<file path="config.mk">
export PLATFORM = sky130hd
export DESIGN_NAME = sms_sequencer
export DESIGN_NICKNAME = d
export VERILOG_FILES = /design/src/inc/sms_pkg.sv /design/src/logic/sms_sequencer.sv /design/src/logic/sms_sync.sv /design/src/logic/sms_blink.sv
export VERILOG_INCLUDE_DIRS = /design/src /design/src/inc
export SDC_FILE = /design/constraint.sdc
export NUM_CORES = 1
export LEC_CHECK = 0
export CORE_ASPECT_RATIO = 1.4
export CORE_UTILIZATION = 65
export CTS_CLUSTER_SIZE = 20
export DETAILED_ROUTE_END_ITERATION = 16
export DONT_BUFFER_PORTS = 1
export HOLD_SLACK_MARGIN = 0.02
export PLACE_DENSITY = 0.85
export SLEW_MARGIN = 10
export SYNTH_ARGS = -nofsm -noshare
export SYNTH_HDL_FRONTEND = slang
export SYNTH_HIERARCHICAL = 1
export SYNTH_SLANG_ARGS = --single-unit
</file>
<file path="constraint.sdc">
create_clock -name I_CLK -period 7.4 [get_ports I_CLK]
set_clock_uncertainty 0.05 [all_clocks]
set_input_delay 0.74 -clock I_CLK [delete_from_list [all_inputs] [get_ports I_CLK]]
set_output_delay 0.74 -clock I_CLK [all_outputs]
set_load 0.005 [all_outputs]
</file>
<file path="src/inc/sms_consts.svh">
// Purpose: Offsets, fields, reset values and timing counts of the startup mode sequencer.
// Assumes: 100 MHz system clock, APB with 8-bit byte address.
// Notes: Included by bare name; definitions only.
`ifndef SMS_CONSTS_SVH
`define SMS_CONSTS_SVH

// ----------------------------------------------------------------
// Register offsets
// ----------------------------------------------------------------
`define SMS_ADDR_CTRL 8'h00
`define SMS_ADDR_STEP 8'h04
`define SMS_ADDR_STATUS 8'h08
`define SMS_ADDR_SCAN_PERIOD 8'h0C

// ----------------------------------------------------------------
// Field positions
// ----------------------------------------------------------------
`define SMS_CTRL_RUN_BIT 0
`define SMS_CTRL_STOP_BIT 1
`define SMS_CTRL_FATAL_BIT 2
`define SMS_STEP_DONE_BIT 0
`define SMS_STEP_FAIL_BIT 1
`define SMS_SW_WIDTH 6
`define SMS_PIN_WIDTH 7

// ----------------------------------------------------------------
// Blink counts per diagnosed item
// ----------------------------------------------------------------
`define SMS_BLINK_RAM 3'h2
`define SMS_BLINK_ROM 3'h3
`define SMS_BLINK_CPU 3'h4
`define SMS_BLINK_FPU 3'h5
`define SMS_BLINK_GAP 4'h4

// ----------------------------------------------------------------
// Timing
// ----------------------------------------------------------------
`define SMS_CLK_HZ 100_000_000
`define SMS_BLINK_HALF_MS 250
`define SMS_BLINK_CYC (`SMS_CLK_HZ / 1000 * `SMS_BLINK_HALF_MS)
`define SMS_SCAN_MS 2
`define SMS_SCAN_CYC (`SMS_CLK_HZ / 1000 * `SMS_SCAN_MS)

`endif

</file>
<file path="src/inc/sms_pkg.sv">
// Purpose: Types shared by the startup mode sequencer files.
// Assumes: Nothing beyond the constants header.
// Notes: Switch bank bit order follows the physical positions 1 to 6.
package sms_pkg;

  // ----------------------------------------------------------------
  // Sequencer phases
  // ----------------------------------------------------------------
  typedef enum logic [3:0] {
    ST_RESET_IND,
    ST_INIT,
    ST_DIAG,
    ST_DIAG_FAIL,
    ST_SYS_LOAD,
    ST_MEM_CLEAR,
    ST_FLASH_LOAD,
    ST_CONFIG,
    ST_HALT,
    ST_DRAWING,
    ST_SCAN_WAIT,
    ST_SCAN,
    ST_DOWN
  } sms_state_e;

  // ----------------------------------------------------------------
  // Carriers
  // ----------------------------------------------------------------
  typedef struct packed {
    logic program_halt;
    logic firmware_load_switch;
    logic memory_clear;
    logic autoconfig_switch;
    logic reserved_factory_switch_a;
    logic reserved_factory_switch_b;
  } sms_switch_s;

  typedef struct packed {
    logic rdy;
    logic run;
    logic alarm_indicator;
    logic fault;
  } sms_led_s;

endpackage : sms_pkg

</file>
<file path="src/logic/sms_sequencer.sv">
// Purpose: Power-on startup sequencer with mode switch bank, diagnosis, scan start and stop handling.
// Assumes: Firmware reports each phase end through the step register; switches are slow pins.
// Notes: Registers are reached over APB with one wait state.
//
// Overview of operation
// - Halt switch on stops the user program; off lets it run.
// - Firmware load switch on at startup enters system load mode.
// - Memory clear switch on at startup clears user memory, then continues.
// - Memory clear switch off loads user programs from flash and runs them.
// - Autoconfig switch on at startup runs self-configuration of option modules.
// - After power-up diagnose RAM, ROM, CPU and FPU in turn.
// - A startup diagnosis failure blinks alarm and fault red, count names item.
// - Run lamp blinks green while self-configuration runs.
// - With halt switch off, run the startup drawing before scanning.
// - First scan starts after the drawing plus one full scan period.
// - System I/O is serviced from the first scan, never during drawing.
// - Motion halts on halt switch, supply loss, fatal error or tool stop.
// - Fatal error holds until power cycle; tool stop ends on tool run.
// - During scans keep diagnosing ROM and RAM in the background.
// - An online diagnosis failure blinks the fault lamp red.
// - Startup failure blink counts: RAM two, ROM three, CPU four, FPU five.
// - Normal online operation lights prepared and run lamps steadily.
`include "sms_consts.svh"
module sms_sequencer
  import sms_pkg::*;
#(
  parameter int BLINK_CYC = `SMS_BLINK_CYC, // Half blink period in cycles
  parameter logic [31:0] SCAN_CYC = `SMS_SCAN_CYC // Default scan period in cycles
) (
  input wire logic I_CLK, // System clock, 100 MHz
  input wire logic I_RSTN, // Power-on reset, active low
  input wire logic [5:0] I_MODE_SWITCH_BANK, // Switch positions 1 to 6, high is on
  input wire logic I_SUPPLY_LOSS, // Supply loss or interruption pin
  input wire logic I_PSEL, // APB select
  input wire logic I_PENABLE, // APB enable
  input wire logic I_PWRITE, // APB direction
  input wire logic [7:0] I_PADDR, // APB byte address
  input wire logic [31:0] I_PWDATA, // APB write data
  output logic [31:0] O_PRDATA, // APB read data
  output logic O_PREADY, // APB ready
  output logic O_PSLVERR, // APB error on unmapped address
  output logic O_RDY_LED, // Prepared lamp
  output logic O_RUN_LED, // Run lamp, green
  output logic O_ALARM_INDICATOR, // Alarm lamp, red
  output logic O_FAULT_LED, // Fault lamp, red
  output logic O_USER_RUN, // User program may execute
  output logic O_MOTION_EN, // Motion control enabled
  output logic O_SYS_IO_EN, // System I/O servicing enabled
  output logic O_SCAN_TICK, // One pulse per scan period
  output logic [3:0] O_PHASE // Current sequencer phase
);

  // ----------------------------------------------------------------
  // Pin synchronisation
  // ----------------------------------------------------------------
  logic [6:0] pins;
  sms_switch_s sw_live;
  sms_switch_s sw_strap;
  logic supply_loss;

  sms_sync u_sync (
    .i_clk(I_CLK),
    .i_rstn(I_RSTN),
    .i_pins({I_SUPPLY_LOSS, I_MODE_SWITCH_BANK[5:0]}),
    .o_pins(pins)
  );

  // Position 6 is the halt switch and lands in the top field of the struct.
  assign sw_live = sms_switch_s'(pins[5:0]);
  assign supply_loss = pins[6];

  // ----------------------------------------------------------------
  // APB slave
  // ----------------------------------------------------------------
  logic access;
  logic wr_stb;
  logic mapped;
  logic ctrl_wr;
  logic step_wr;
  logic [31:0] scan_period;
  logic [31:0] status;

  function automatic logic hits(input logic [7:0] a, input logic [7:0] off);
    hits = (a == off);
  endfunction : hits

  assign access = I_PSEL && I_PENABLE && !O_PREADY;
  assign mapped = hits(I_PADDR, `SMS_ADDR_CTRL) || hits(I_PADDR, `SMS_ADDR_STEP)
               || hits(I_PADDR, `SMS_ADDR_STATUS) || hits(I_PADDR, `SMS_ADDR_SCAN_PERIOD);
  // Writes land at the edge that completes the transfer, while the master still holds it.
  assign wr_stb = I_PSEL && I_PENABLE && O_PREADY && I_PWRITE;
  assign ctrl_wr = wr_stb && hits(I_PADDR, `SMS_ADDR_CTRL);
  assign step_wr = wr_stb && hits(I_PADDR, `SMS_ADDR_STEP);

  always_ff @(posedge I_CLK or negedge I_RSTN) begin
    if (!I_RSTN) begin
      O_PREADY <= 1'b0;
      O_PSLVERR <= 1'b0;
      O_PRDATA <= 32'h0000_0000;
    end else begin
      O_PREADY <= access;
      O_PSLVERR <= access && !mapped;
      if (access && !I_PWRITE) begin
        if (hits(I_PADDR, `SMS_ADDR_STATUS)) begin
          O_PRDATA <= status;
        end else if (hits(I_PADDR, `SMS_ADDR_SCAN_PERIOD)) begin
          O_PRDATA <= scan_period;
        end else begin
          O_PRDATA <= 32'h0000_0000;
        end
      end
    end
  end

  always_ff @(posedge I_CLK or negedge I_RSTN) begin
    if (!I_RSTN) begin
      scan_period <= SCAN_CYC;
    end else if (wr_stb && hits(I_PADDR, `SMS_ADDR_SCAN_PERIOD) && I_PWDATA != 32'h0000_0000) begin
      scan_period <= I_PWDATA;
    end
  end

  // ----------------------------------------------------------------
  // Step reports from firmware
  // ----------------------------------------------------------------
  logic step_done;
  logic step_fail;

  assign step_done = step_wr && I_PWDATA[`SMS_STEP_DONE_BIT];
  assign step_fail = step_wr && I_PWDATA[`SMS_STEP_FAIL_BIT];

  // ----------------------------------------------------------------
  // Stop causes
  // ----------------------------------------------------------------
  logic fatal;
  logic tool_stop;
  logic supply_lost;
  logic halt_req;

  // Fatal and supply loss never clear short of a new power-on reset.
  always_ff @(posedge I_CLK or negedge I_RSTN) begin
    if (!I_RSTN) begin
      fatal <= 1'b0;
      supply_lost <= 1'b0;
    end else begin
      if (ctrl_wr && I_PWDATA[`SMS_CTRL_FATAL_BIT]) begin
        fatal <= 1'b1;
      end
      if (supply_loss) begin
        supply_lost <= 1'b1;
      end
    end
  end

  // A stop written together with a run wins, so a stop is never lost.
  always_ff @(posedge I_CLK or negedge I_RSTN) begin
    if (!I_RSTN) begin
      tool_stop <= 1'b0;
    end else if (ctrl_wr && I_PWDATA[`SMS_CTRL_STOP_BIT]) begin
      tool_stop <= 1'b1;
    end else if (ctrl_wr && I_PWDATA[`SMS_CTRL_RUN_BIT]) begin
      tool_stop <= 1'b0;
    end
  end

  assign halt_req = sw_live.program_halt || tool_stop || supply_lost;

  // ----------------------------------------------------------------
  // Divided ticks
  // ----------------------------------------------------------------
  logic [31:0] blink_cnt;
  logic blink_tick;
  logic [31:0] scan_cnt;
  logic scan_tick;

  always_ff @(posedge I_CLK or negedge I_RSTN) begin
    if (!I_RSTN) begin
      blink_cnt <= 32'h0000_0000;
      blink_tick <= 1'b0;
    end else begin
      blink_tick <= (blink_cnt == 32'(BLINK_CYC - 1));
      blink_cnt <= (blink_cnt == 32'(BLINK_CYC - 1)) ? 32'h0000_0000 : blink_cnt + 32'h0000_0001;
    end
  end

  // ----------------------------------------------------------------
  // Phase sequencer
  // ----------------------------------------------------------------
  sms_state_e state;
  sms_state_e next_state;
  logic [1:0] diag_item;
  logic online_item;
  logic online_fault;
  logic [2:0] fail_count;

  function automatic logic [2:0] item_blinks(input logic [1:0] item);
    case (item)
      2'd0: item_blinks = `SMS_BLINK_RAM;
      2'd1: item_blinks = `SMS_BLINK_ROM;
      2'd2: item_blinks = `SMS_BLINK_CPU;
      default: item_blinks = `SMS_BLINK_FPU;
    endcase
  endfunction : item_blinks

  // Scan timer restarts on entry to the wait phase so a full period elapses.
  always_ff @(posedge I_CLK or negedge I_RSTN) begin
    if (!I_RSTN) begin
      scan_cnt <= 32'h0000_0000;
      scan_tick <= 1'b0;
    end else if (state != ST_SCAN_WAIT && state != ST_SCAN) begin
      scan_cnt <= 32'h0000_0000;
      scan_tick <= 1'b0;
    end else begin
      scan_tick <= (scan_cnt >= scan_period - 32'h0000_0001);
      scan_cnt <= (scan_cnt >= scan_period - 32'h0000_0001) ? 32'h0000_0000 : scan_cnt + 32'h0000_0001;
    end
  end

  always_comb begin
    next_state = state;
    case (state)
      ST_RESET_IND: begin
        if (blink_tick) begin
          next_state = ST_INIT;
        end
      end
      ST_INIT: next_state = ST_DIAG;
      ST_DIAG: begin
        if (step_fail) begin
          next_state = ST_DIAG_FAIL;
        end else if (step_done && diag_item == 2'd3) begin
          if (sw_strap.firmware_load_switch) begin
            next_state = ST_SYS_LOAD;
          end else if (sw_strap.memory_clear) begin
            next_state = ST_MEM_CLEAR;
          end else begin
            next_state = ST_FLASH_LOAD;
          end
        end
      end
      ST_DIAG_FAIL: next_state = ST_DIAG_FAIL;
      ST_SYS_LOAD: next_state = ST_SYS_LOAD;
      ST_MEM_CLEAR, ST_FLASH_LOAD: begin
        if (step_done) begin
          next_state = sw_strap.autoconfig_switch ? ST_CONFIG : ST_HALT;
        end
      end
      ST_CONFIG: begin
        if (step_done) begin
          next_state = ST_HALT;
        end
      end
      ST_HALT: begin
        if (!halt_req) begin
          next_state = ST_DRAWING;
        end
      end
      ST_DRAWING: begin
        if (halt_req) begin
          next_state = ST_HALT;
        end else if (step_done) begin
          next_state = ST_SCAN_WAIT;
        end
      end
      ST_SCAN_WAIT: begin
        if (halt_req) begin
          next_state = ST_HALT;
        end else if (scan_tick) begin
          next_state = ST_SCAN;
        end
      end
      ST_SCAN: begin
        if (halt_req) begin
          next_state = ST_HALT;
        end
      end
      ST_DOWN: next_state = ST_DOWN;
      default: next_state = ST_INIT;
    endcase
    if (fatal) begin
      next_state = ST_DOWN;
    end
  end

  always_ff @(posedge I_CLK or negedge I_RSTN) begin
    if (!I_RSTN) begin
      state <= ST_RESET_IND;
    end else begin
      state <= next_state;
    end
  end

  // The switch bank is captured once as the reset indication ends.
  always_ff @(posedge I_CLK or negedge I_RSTN) begin
    if (!I_RSTN) begin
      sw_strap <= '0;
    end else if (state == ST_INIT) begin
      sw_strap <= sw_live;
      sw_strap.reserved_factory_switch_a <= 1'b0;
      sw_strap.reserved_factory_switch_b <= 1'b0;
    end
  end

  always_ff @(posedge I_CLK or negedge I_RSTN) begin
    if (!I_RSTN) begin
      diag_item <= 2'd0;
      fail_count <= 3'h0;
    end else if (state == ST_DIAG) begin
      if (step_fail) begin
        fail_count <= item_blinks(diag_item);
      end else if (step_done) begin
        diag_item <= diag_item + 2'd1;
      end
    end else if (state == ST_SCAN && step_fail && !online_fault) begin
      fail_count <= item_blinks({1'b0, !online_item});
    end
  end

  // Background checks alternate ROM and RAM for as long as scans run.
  always_ff @(posedge I_CLK or negedge I_RSTN) begin
    if (!I_RSTN) begin
      online_item <= 1'b0;
      online_fault <= 1'b0;
    end else if (state == ST_SCAN) begin
      if (step_fail) begin
        online_fault <= 1'b1;
      end else if (step_done) begin
        online_item <= !online_item;
      end
    end
  end

  // ----------------------------------------------------------------
  // Indicators
  // ----------------------------------------------------------------
  logic blink_led;
  logic run_blink;
  sms_led_s leds;

  sms_blink u_blink (
    .i_clk(I_CLK),
    .i_rstn(I_RSTN),
    .i_tick(blink_tick),
    .i_en(state == ST_DIAG_FAIL || (state == ST_SCAN && online_fault)),
    .i_count(fail_count),
    .o_led(blink_led)
  );

  always_ff @(posedge I_CLK or negedge I_RSTN) begin
    if (!I_RSTN) begin
      run_blink <= 1'b0;
    end else if (state != ST_CONFIG) begin
      run_blink <= 1'b0;
    end else if (blink_tick) begin
      run_blink <= !run_blink;
    end
  end

  // Lamps follow the phase being entered, so they change at the same edge as O_PHASE.
  always_comb begin
    leds = '0;
    case (next_state)
      ST_RESET_IND: begin
        leds.alarm_indicator = 1'b1;
        leds.fault = 1'b1;
      end
      ST_DIAG_FAIL: begin
        leds.alarm_indicator = blink_led;
        leds.fault = blink_led;
      end
      ST_CONFIG: leds.run = run_blink;
      ST_DRAWING, ST_SCAN_WAIT: leds.run = 1'b1;
      ST_HALT: leds.rdy = 1'b1;
      ST_SCAN: begin
        leds.rdy = 1'b1;
        leds.run = 1'b1;
        leds.fault = blink_led;
      end
      ST_DOWN: leds.fault = 1'b1;
      default: leds = '0;
    endcase
  end

  // ----------------------------------------------------------------
  // Registered outputs
  // ----------------------------------------------------------------
  always_ff @(posedge I_CLK or negedge I_RSTN) begin
    if (!I_RSTN) begin
      O_RDY_LED <= 1'b0;
      O_RUN_LED <= 1'b0;
      O_ALARM_INDICATOR <= 1'b0;
      O_FAULT_LED <= 1'b0;
      O_USER_RUN <= 1'b0;
      O_MOTION_EN <= 1'b0;
      O_SYS_IO_EN <= 1'b0;
      O_SCAN_TICK <= 1'b0;
      O_PHASE <= 4'h0;
    end else begin
      O_RDY_LED <= leds.rdy;
      O_RUN_LED <= leds.run;
      O_ALARM_INDICATOR <= leds.alarm_indicator;
      O_FAULT_LED <= leds.fault;
      O_USER_RUN <= (next_state == ST_DRAWING || next_state == ST_SCAN_WAIT
                    || next_state == ST_SCAN);
      O_MOTION_EN <= (next_state == ST_SCAN);
      O_SYS_IO_EN <= (next_state == ST_SCAN);
      O_SCAN_TICK <= scan_tick && (state == ST_SCAN_WAIT || state == ST_SCAN) && !halt_req && !fatal;
      O_PHASE <= 4'(next_state);
    end
  end

  assign status = {10'h000, leds, fail_count, online_fault, supply_lost, fatal, tool_stop,
                   sw_live.program_halt, 6'(sw_strap), 4'(state)};

endmodule : sms_sequencer

</file>
<file path="src/logic/sms_sync.sv">
// Purpose: Two-flop synchroniser for the switch bank and supply-loss pins.
// Assumes: Pins change slowly compared with the clock.
// Notes: Only the second stage may be read by other logic.
`include "sms_consts.svh"
module sms_sync
  import sms_pkg::*;
(
  input wire logic i_clk, // System clock
  input wire logic i_rstn, // Asynchronous reset, active low
  input wire logic [`SMS_PIN_WIDTH-1:0] i_pins, // Raw pin levels
  output logic [`SMS_PIN_WIDTH-1:0] o_pins // Synchronised levels
);

  logic [`SMS_PIN_WIDTH-1:0] meta;

  always_ff @(posedge i_clk or negedge i_rstn) begin
    if (!i_rstn) begin
      meta <= '0;
      o_pins <= '0;
    end else begin
      meta <= i_pins;
      o_pins <= meta;
    end
  end

endmodule : sms_sync

</file>
<file path="src/logic/sms_blink.sv">
// Purpose: Counted blink pattern generator for an indicator lamp.
// Assumes: i_tick is a one-cycle pulse marking each half blink period.
// Notes: A pattern is count flashes followed by a dark gap, then repeats.
`include "sms_consts.svh"
module sms_blink
  import sms_pkg::*;
(
  input wire logic i_clk, // System clock
  input wire logic i_rstn, // Asynchronous reset, active low
  input wire logic i_tick, // Half-period tick
  input wire logic i_en, // Pattern enable
  input wire logic [2:0] i_count, // Number of flashes
  output logic o_led // Lamp drive
);

  logic [3:0] step;
  logic [3:0] span;

  assign span = {i_count, 1'b0} + `SMS_BLINK_GAP;

  always_ff @(posedge i_clk or negedge i_rstn) begin
    if (!i_rstn) begin
      step <= '0;
      o_led <= 1'b0;
    end else if (!i_en) begin
      step <= '0;
      o_led <= 1'b0;
    end else if (i_tick) begin
      step <= (step + 4'h1 >= span) ? 4'h0 : step + 4'h1;
      o_led <= (step < {i_count, 1'b0}) && !step[0];
    end
  end

endmodule : sms_blink

</file>
* Word level (Yosys, flattened, before mapping)
Index checks and enable logic that the tools add are counted.
** Operators by class
- Reductions and logical operators :: 59
- Multipliers :: 0
- Add/subtract/negate cells :: 6
- Muxes and demuxes :: 40
- Order comparisons :: 3
- Shift-type cells :: 0
- Bitwise gates (word level) :: 1
- Divide/modulo/power cells :: 0
- Equal/unequal tests :: 31
** Operators with widths (number)
- $mux 32 :: 5
- $add 32x1->32 const B :: 2
- $mux 4 :: 16
- $pmux 4 s12 :: 1
- $eq 4x4->1 const B :: 10
- $eq 32x25->1 const B :: 1
- $ge 32x32->1 :: 1
- $reduce_bool 32->1 :: 1
- $sub 32x1->32 const B :: 1
- $logic_and 1x1->1 :: 24
- $eq 4x3->1 const B :: 5
- $eq 8x4->1 const B :: 2
- $eq 4x2->1 const B :: 3
- $logic_not 1->1 :: 9
- $logic_or 1x1->1 :: 9
- $mux 3 :: 3
- $pmux 3 s3 :: 1
- $eq 8x3->1 const B :: 1
- $logic_not 4->1 :: 2
- $logic_not 8->1 :: 1
- $mux 1 :: 8
- $ne 4x4->1 const B :: 2
- $reduce_or 2->1 :: 4
- $pmux 1 s2 :: 3
- other kinds (18) :: 25
** Word-level totals
- Output and inout port bits :: 46
- RAM bits :: 0
- Register bits :: 177
- Memories kept :: 0
- Bits in latches :: 0
- Word-level logic and storage cells :: 172
- Memory bits (read-only) :: 0
- Bits of input ports :: 52

* Logic depth before layout (Yosys ltp)
Gate-level depths: netlist of run 1.
- Word-level depth :: 14
- Gate-level depth with buffers :: 17

* Cells and area by module
The synthesis of run 1 kept the hierarchy.
** Modules (own cells, without submodules)
- sms_sequencer :: times used 1, area an instance 8316.7 um^2, cells each 800, seq. area each 3961.3 um^2
- sms_blink :: times used 1, area an instance 399.1 um^2, cells each 41, seq. area each 125.1 um^2
- sms_sync :: times used 1, area an instance 350.3 um^2, cells each 14, seq. area each 350.3 um^2

* Worst setup path before layout of run 1
No wires, ideal clock.
- Path type :: reg2reg
- Start :: register scan_period[5]
- End :: register scan_cnt[23]
- Data required time :: 7.218 ns
- Path slack :: 3.678 ns
- Clock period less this slack :: 3.722 ns
- Library setup time :: 0.132 ns
- Stages on the path, launching flop included :: 14
- Arrival time :: 3.540 ns
- Path through :: dfrtp_1 -> nor4_1 -> and3_1 -> nand2_1 -> nor4_2 -> and2_1 -> or4b_2 -> xor2_1 -> ha_1 -> nand4_1 -> a211o_1 -> nand3_1 -> clkbuf_1 -> nor2_1
** Between the ends
- Word-level cells in the longest chain between the ends :: 4
** Ends and longest elaborated chain
- from (decl) :: RTL line sms_sequencer.sv:80 : logic [31:0] scan_period;
- from (signal assigned) :: RTL line sms_sequencer.sv:117 : scan_period <= SCAN_CYC;
- from (signal assigned) :: RTL line sms_sequencer.sv:119 : scan_period <= I_PWDATA;
- $sub 32x1->32 :: RTL line sms_sequencer.sv:215 : scan_cnt <= (scan_cnt >= scan_period - 32'h0000_0001) ? 32'h0000_0000 : scan_cnt + 32'h0000_0001;
- $ge 32x32->1 :: RTL line sms_sequencer.sv:215
- $mux 32 :: RTL line sms_sequencer.sv:215
- $mux 32 :: RTL line sms_sequencer.sv:210 : end else if (state != ST_SCAN_WAIT && state != ST_SCAN) begin
- to (signal assigned) :: RTL line sms_sequencer.sv:215
- to (decl) :: RTL line sms_sequencer.sv:173 : logic [31:0] scan_cnt;
Every way passes these cells.
A chain may end at the register's enable or synchronous reset.

* Final worst setup path of run 1
- Start :: register scan_period[4]
- End :: register scan_cnt[15]
Same word-level chain as after synthesis.

==> flow_results.org, run 1 <==
** Run status
- The flow ran to the end, and the final reports show no timing, DRC or antenna violations.

** Power and ir drop
- In this run the static leakage power is ~4.8 nW.
- Worst voltage drop across the vdd grid :: just under 0.2 mV
- The design draws between 0.002 and 0.0025 W.
- Power per cell area :: between 200 and 250 nW/µm²

** Clock tree
- After clock tree synthesis, the clock-pin slew on the worst setup and hold paths is approximately 0.070 ns.
- TritonCTS clock tree :: done
- H-tree levels :: 4
- Clock network latency to the later pin of the worst-skew pair :: 0.44 ns
- Clock tree synthesis selected as its root buffer the cell sky130_fd_sc_hd__clkbuf_16.
- Once the clock tree was built, the setup fixing pass inserted 0 buffers.
- Gates resized during post-CTS repair numbered 0.
- The clock net in this run drives a total of ~170 sinks.
- TritonCTS Buffers :: 17
- Maximum clock insertion buffer count :: 2

** Floorplanning
- Pin placement for this block handled slightly below 100 I/O pins.
- Starting utilization of the core area :: 67.0%
- Die Area :: 14,300 µm²
- Core area :: between 10,000 and 15,000 µm²
- Floorplan die height :: about 140 µm
- Count of standard-cell rows :: 50
- Horizontal die dimension :: 101 µm

** Timing
- Across all hold checks on the routed design, the worst slack comes to roughly 0.082 ns.
- Setup repair after global routing left no endpoint under its margin.
- Adding up every negative setup slack in the final design gives 0 ns.
- Final setup viols :: 0
- The routed design could run at a clock period as short as roughly 5 ns.
- The count of pins over their slew limit was 0.
- The hold violation count in the final report is 0.
- At the pin with the least slew margin, the transition time is roughly 1.2 ns.
- Dividing the final minimum period by the clock period gives approximately 67%.
- Headroom to the max-slew limit came out at a little under a fifth.
- Based on the critical path, the design can be clocked at up to 201 MHz.

** GRT
- The number of antenna violations at the first check in global routing was 1.
- Overflow left after global routing :: 0
- GRT Total Usage :: between 30% and 40%
- Number of global-route vias before repair :: 6,902
- The first global-routing pass estimated between 30,000 and 40,000 µm of wire.
- Largest net degree at the start of global routing :: roughly 170

** Synth
- After synthesis the cells add up to around 9000 µm².
- Yosys warning total :: 6
- Averaged over all synthesized cells, the footprint is 10.5 µm².
- The cell count after synthesis came out at roughly 850.
- Counting every net in the synthesized netlist gives between 900 and 1,000.

** Routing
- Summed over all layers, the routed wires come to 20,800 µm.
- After detailed routing, the number of vias per cell comes to between 6 and 7.
- Total via count in the routed design :: approximately 6,600
- In the final routed layout, each cell accounts on average for approximately 20 µm.
- First-pass iteration count of the detailed router :: 7
- In the routed design, unresolved DRC markers number 0.
- The detail route stage leaves a number of antenna-violating nets equal to 0.
- After the first detailed-routing iteration, the DRC count stood at ~520.

** Worst setup path
- Along the worst path, the maximum fanout reaches 32.
- Kind of end point of the critical path :: flip-flop
- Launching element type of the critical path :: flip-flop
- Required time of the worst setup path :: between 7 and 8 ns
- Crit path DAT :: approximately 5.2 ns
- The worst setup path is of the flip-flop to flip-flop kind.

** Placed design
- Buffers on Ports :: 0
- DP Wirelength :: ~15,000 µm
- Final Wtd Congestion :: 0.917

** Cells and area
- The post-route netlist has 12.3% of its cells at a drive strength greater than 1.
- Compared with the post-synthesis result, the final layout area differs by 8.60%.
- The net count of the finished layout is approximately 950.

** Hold path
- Classification of the worst-slack hold path :: primary input to async pin

** Run
- Across the run, the number of max-cap violations was 0.
[path summary, 6_finish.rpt]
check                                      start                to  slack [ns]  depth (start not counted)
hold / removal                            I_RSTN    scan_period[8]        0.08                          0
setup reg to reg                  scan_period[4]      scan_cnt[15]        2.42                         12
min in group I_CLK         I_MODE_SWITCH_BANK[3]    u_sync/meta[3]        0.27                          0
setup / recovery                  scan_period[4]      scan_cnt[15]        2.42                         12
max in group asynchronous                 I_RSTN   u_blink/step[1]        6.38                          1
hold reg to reg                   u_sync/meta[5]  u_sync/o_pins[5]        0.30                          0
[layout make-up]
type | instances | area (µm²)
Sequential cell | 173 | 4340
Timing Repair Buffer | 5 | 57.6
Clock inverter | 14 | 140
Clock buffer | 18 | 439
Tap cell | 182 | 228
Fill cell | 884 | 3650
Inverter | 40 | 150
Multi-Input combinational cell | 610 | 4380
Antenna cell | 1 | 2.50
[worst max-delay path, cell delays in order (launching register included)]
cell	delay (ns)
sky130_fd_sc_hd__dfrtp_1	0.45
sky130_fd_sc_hd__nor4_1	0.55
sky130_fd_sc_hd__nand4_1	0.32
sky130_fd_sc_hd__nor4_1	0.59
sky130_fd_sc_hd__nor2b_1	0.23
sky130_fd_sc_hd__xnor2_1	0.09
sky130_fd_sc_hd__ha_1	0.32
sky130_fd_sc_hd__nand3_1	0.11
sky130_fd_sc_hd__a2111oi_0	0.47
sky130_fd_sc_hd__o21ai_0	0.25
sky130_fd_sc_hd__a211o_1	0.32
sky130_fd_sc_hd__nand3_1	0.90
sky130_fd_sc_hd__nor2_1	0.14
[layer usage]
metal  share of wire, %  global-route usage (%)  up-vias
met4                4.7                    18.2        0
li1                   -                       -     3022
met1                 36                    34.4     3267
met2                 52                    53.8      238
met5                  0                       0        -
met3                6.7                    8.73       67
[metrics by stage]
step	area (µm²)	utilization, %	instances	worst slack (ns)
2_1_floorplan	8970	-	851	3.68
3_3_place_gp	9130	68.2	1009	2.80
3_5_place_dp	9130	68.2	1009	2.58
4_1_cts	9730	72.7	1042	2.49
5_1_grt	9730	72.7	1042	2.12
6_report	9740	72.7	1043	2.42
[cell usage in the layout (no fill, tap or decap), drive strengths merged, types with 5 or more instances in the layout]
cell type	count
ha	46
mux2	34
dfrtp	167
xnor2	50
a21oi	15
a22oi	6
a22o	13
clkbuf	18
o21ai	20
or3	10
nor3	21
and2	5
buf	5
nand2	60
inv	49
nor2b	9
clkinv	5
and3	16
nor2	90
xor2	43
nand2b	9
dfstp	6
nor4	20
a21o	11
nand4	22
a222oi	16
nand3	30
[power by group]
group	internal, W	switching (W)	total [W]	leakage, nW
registers	0.000971	0.0000392	0.00101	2.32
logic	0.0000549	0.0000971	0.000152	2.17
clock network	0.000457	0.000413	0.000871	0.287
total	0.00148	0.000550	0.00203	4.78
[registers in the layout (all words and copies together), names as in the netlist, 2 cells and up]
register	cells
O_PHASE	4
O_PRDATA	32
blink_cnt	32
diag_item	2
fail_count	3
scan_cnt	32
scan_period	32
status	4
u_blink/step	4
u_sync/meta	5
u_sync/o_pins	5
[what timing repair did]
action                                  CTS  global route
hold endpoints to repair                167             0
hold buffers                              1             0
endpoints found under the setup margin    0             0
Note: power is estimated with default switching activity, not from simulation.
==> run 2: changes to the inputs <==
--- a/config.mk
+++ b/config.mk
@@ -7,12 +7,12 @@
 export NUM_CORES = 1
 export LEC_CHECK = 0
 export CORE_ASPECT_RATIO = 1.4
-export CORE_UTILIZATION = 65
+export CORE_UTILIZATION = 64
 export CTS_CLUSTER_SIZE = 20
 export DETAILED_ROUTE_END_ITERATION = 16
 export DONT_BUFFER_PORTS = 1
 export HOLD_SLACK_MARGIN = 0.02
-export PLACE_DENSITY = 0.85
+export PLACE_DENSITY = 0.84
 export SLEW_MARGIN = 10
 export SYNTH_ARGS = -nofsm -noshare
 export SYNTH_HDL_FRONTEND = slang
==> constraint.sdc (replaced) <==
create_clock -name I_CLK -period 5.05 [get_ports I_CLK]
set_clock_uncertainty 0.05 [all_clocks]
set_input_delay 0.505 -clock I_CLK [delete_from_list [all_inputs] [get_ports I_CLK]]
set_output_delay 0.505 -clock I_CLK [all_outputs]
set_load 0.005 [all_outputs]
==> run 2 against run 1 <==
  * Worst setup slack got worse by 1.7 ns
  * Sequential power up 47%
  * Combinational power grew 53%
  * Worst hold slack worse by 0.069 ns
  * Highest routed layer unchanged
==> flow_results.org, run 2 (synthesis results as in run 1) <==
** Run status
- The flow ran to the end, and the final reports show no timing, DRC or antenna violations.

** Routing
- Total via count in the routed design :: between 6,000 and 7,000
- In the final routed layout, each cell accounts on average for between 20 and 25 µm.
- Wires add up to ~21,000 µm.
- The count of nets left with antenna violations once routing finished came out at 0.
- The detailed router finished its first iteration with approximately 460 violations.
- Before antenna repair, the detailed router went through 6 iterations.
- Remaining routing DRC violations :: 0
- DR vias/cell :: ~6.4

** Power and ir drop
- VDD sags by at most roughly 0.27 mV.
- In this run the static leakage power is around 4.8 nW.
- Dividing total power by cell area gives a power density of 303 nW/µm².

** Worst setup path
- For the worst setup path, the data arrival time is 4.62 ns.
- In this run the worst path has a maximum fanout of 32.
- Worst Setup EP :: scan_cnt[6]
- Worst Reg-to-Reg Cells :: 13
- Required time of the worst setup path :: between 5 and 6 ns
- Destination of the worst register-to-register timing path :: scan_cnt[6]
- For flop-to-flop paths, the worst setup slack is around 0.69 ns.
- The critical path starts at scan_period[5].
- Launching element type of the critical path :: flip-flop
- The critical path is of the flip-flop to flip-flop type.
- The worst register-to-register path begins at scan_period[5].
- The worst setup path is captured at a flip-flop.

** Cells and area
- The top cell types in the final layout, fill and taps aside, are sky130_fd_sc_hd__dfrtp_1 (167), sky130_fd_sc_hd__nor2_1 (89), sky130_fd_sc_hd__nand2_1 (60).
- Fin area :: between 9000 and 10,000 µm²
- In the final layout, the share of cells above drive strength 1 is ~12%.
- Cells fill ~70% of the core in the end.
- Net count of the finished layout :: around 950
- Number of standard cells in the final layout excluding fillers :: roughly 1,000
- The area growth from synthesis to layout is 8.47%.
- Leading cell type in the layout, fill and taps excluded :: sky130_fd_sc_hd__dfrtp_1

** Placed design
- Counting tap cells, the placed design contains a total of ~1,000 instances.
- Setup WS pre-CTS :: roughly 0.78 ns
- Final Wtd Congestion :: between 1 and 1.5
- Buffers on Ports :: 0
- Summing all placed instances gives a cell area of roughly 9000 µm².
- Summed over all nets, the half-perimeter wirelength after detailed placement is 15,500 µm.

** GRT
- Global routing used around a third of the available tracks across all layers.
- The first global-routing pass estimated around 34,000 µm of wire.
- The via count of the first global-routing pass came to 6,953.
- Largest net degree at the start of global routing :: 174
- The number of antenna violations at the first check in global routing came to 1.
- For this run the aggregate overflow at the end of global routing stands at 0.

** Timing
- Setup violations remaining at the end of the flow were counted as 0.
- Worst-margin pin slew :: around 1.1 ns
- The count of pins over their slew limit is 0.
- Derived from the worst setup path, the maximum achievable clock frequency is around 230 MHz.
- The hold violation count in the final report is 0.
- The worst path in the final design needs a cycle of roughly 4.4 ns, including I/O delays and setup.
- Max_slew headroom :: 28.1%
- RSZ-0062 raised after global routing :: no
- Total negative slack :: 0 ns
- In the finished design, the share of the clock period the worst path needs comes to a little under nine tenths.
- Once routing completed, OpenROAD measured the worst setup slack at 0.693 ns.

** Clock tree
- Number of buffers added for setup after CTS :: 0
- The H-tree was split into 4 levels.
- TritonCTS clock tree :: done
- Maximum clock insertion buffer count :: 2
- The clock net in this run drives a total of ~170 sinks.
- The clock reaches the later pin of the worst-skew pair after around 0.44 ns.
- Root buf cell :: sky130_fd_sc_hd__clkbuf_16
- After clock tree synthesis, the clock-pin slew on the worst setup and hold paths is 0.06 ns.
- TritonCTS Buffers :: 17
- After clock tree synthesis, the repair step resized 0 gates.

** Floorplanning
- For this configuration, the core starts out at a cell density of about two thirds.
- During I/O placement, the number of pins put on the boundary was ~100.
- Core area :: ~14,000 µm²
- Die Area :: around 14,000 µm²
- Horizontal die dimension :: a little over 100 µm
- The floorplan has 50 rows.
- Floorplan die height :: 142 µm

** Hold path
- Classification of the worst-slack hold path :: primary input to async pin

** Run
- Max Cap Violations :: 0
## run 2: cell count changes in the layout (fill, tap and decap cells not counted)
cell	before	now
sky130_fd_sc_hd__inv_6	5	1
sky130_fd_sc_hd__clkinv_4	4	2
sky130_fd_sc_hd__inv_8	4	0
sky130_fd_sc_hd__buf_4	4	5
sky130_fd_sc_hd__clkinvlp_4	0	6
sky130_fd_sc_hd__bufinv_16	0	1
sky130_fd_sc_hd__clkinv_8	1	0
sky130_fd_sc_hd__clkinv_2	0	4
## run 2: metal layers
metal / vias up / wire length, µm / GRT usage [%]
li1: 3027 / - / -
met1: 3298 / 7370 / 33.3
met2: 298 / 11200 / 54.3
met3: 86 / 1690 / 9.72
met4: 0 / 1030 / 18.3
met5: - / 0 / 0
## run 2: cell type report
cell class,instances,area (µm²)
inverters,40,150
clock buffers,18,439
multi-input cells,610,4380
repair buffers,6,65.1
well taps,182,228
fillers,950,3790
flip-flops and latches,173,4340
diodes,1,2.50
clock inverters,14,121
## run 2: worst max-delay path: stages (launching register included)
cell and delay, ns:
sky130_fd_sc_hd__dfrtp_1 0.45, sky130_fd_sc_hd__nor4_1 0.58, sky130_fd_sc_hd__and3_1 0.32, sky130_fd_sc_hd__nand2_1 0.14
sky130_fd_sc_hd__nor4_2 0.38, sky130_fd_sc_hd__and2_1 0.28, sky130_fd_sc_hd__or4b_2 0.62, sky130_fd_sc_hd__xor2_1 0.18
sky130_fd_sc_hd__ha_1 0.30, sky130_fd_sc_hd__nand4_1 0.11, sky130_fd_sc_hd__a211o_1 0.25, sky130_fd_sc_hd__nand3_1 0.11
sky130_fd_sc_hd__buf_4 0.33, sky130_fd_sc_hd__nor2_1 0.10
## run 2: worst min-delay path by stage
stage                                from                end  slack, ns  cells past startpoint
floorplan                          I_RSTN  O_ALARM_INDICATOR       0.16                      0
global route        I_MODE_SWITCH_BANK[5]     u_sync/meta[5]       0.02                      0
detailed placement                 I_RSTN        scan_cnt[6]       0.17                      0
finish                             I_RSTN        scan_cnt[8]       0.01                      1
CTS                 I_MODE_SWITCH_BANK[5]     u_sync/meta[5]       0.03                      0
global placement                   I_RSTN        scan_cnt[8]       0.17                      0
## run 2: repair_timing
item                                    CTS  global route
hold buffers                              1             0
endpoints found under the setup margin    0             0
hold endpoints to repair                173             0
## run 2: per-stage QoR
step / hold slack (ns) / power [W]
floorplan: 0.159 / 0.00165
global placement: 0.165 / 0.00169
detailed placement: 0.165 / 0.00170
CTS: 0.0322 / 0.00296
global route: 0.0231 / 0.00305
finish: 0.0136 / 0.00295
## run 2: report_power, final
group	total [W]	switching (W)	internal [W]
Sequential	0.00148	0.0000584	0.00142
Combinational	0.000233	0.000151	0.0000813
Clock	0.00123	0.000543	0.000688
Total	0.00295	0.000753	0.00219
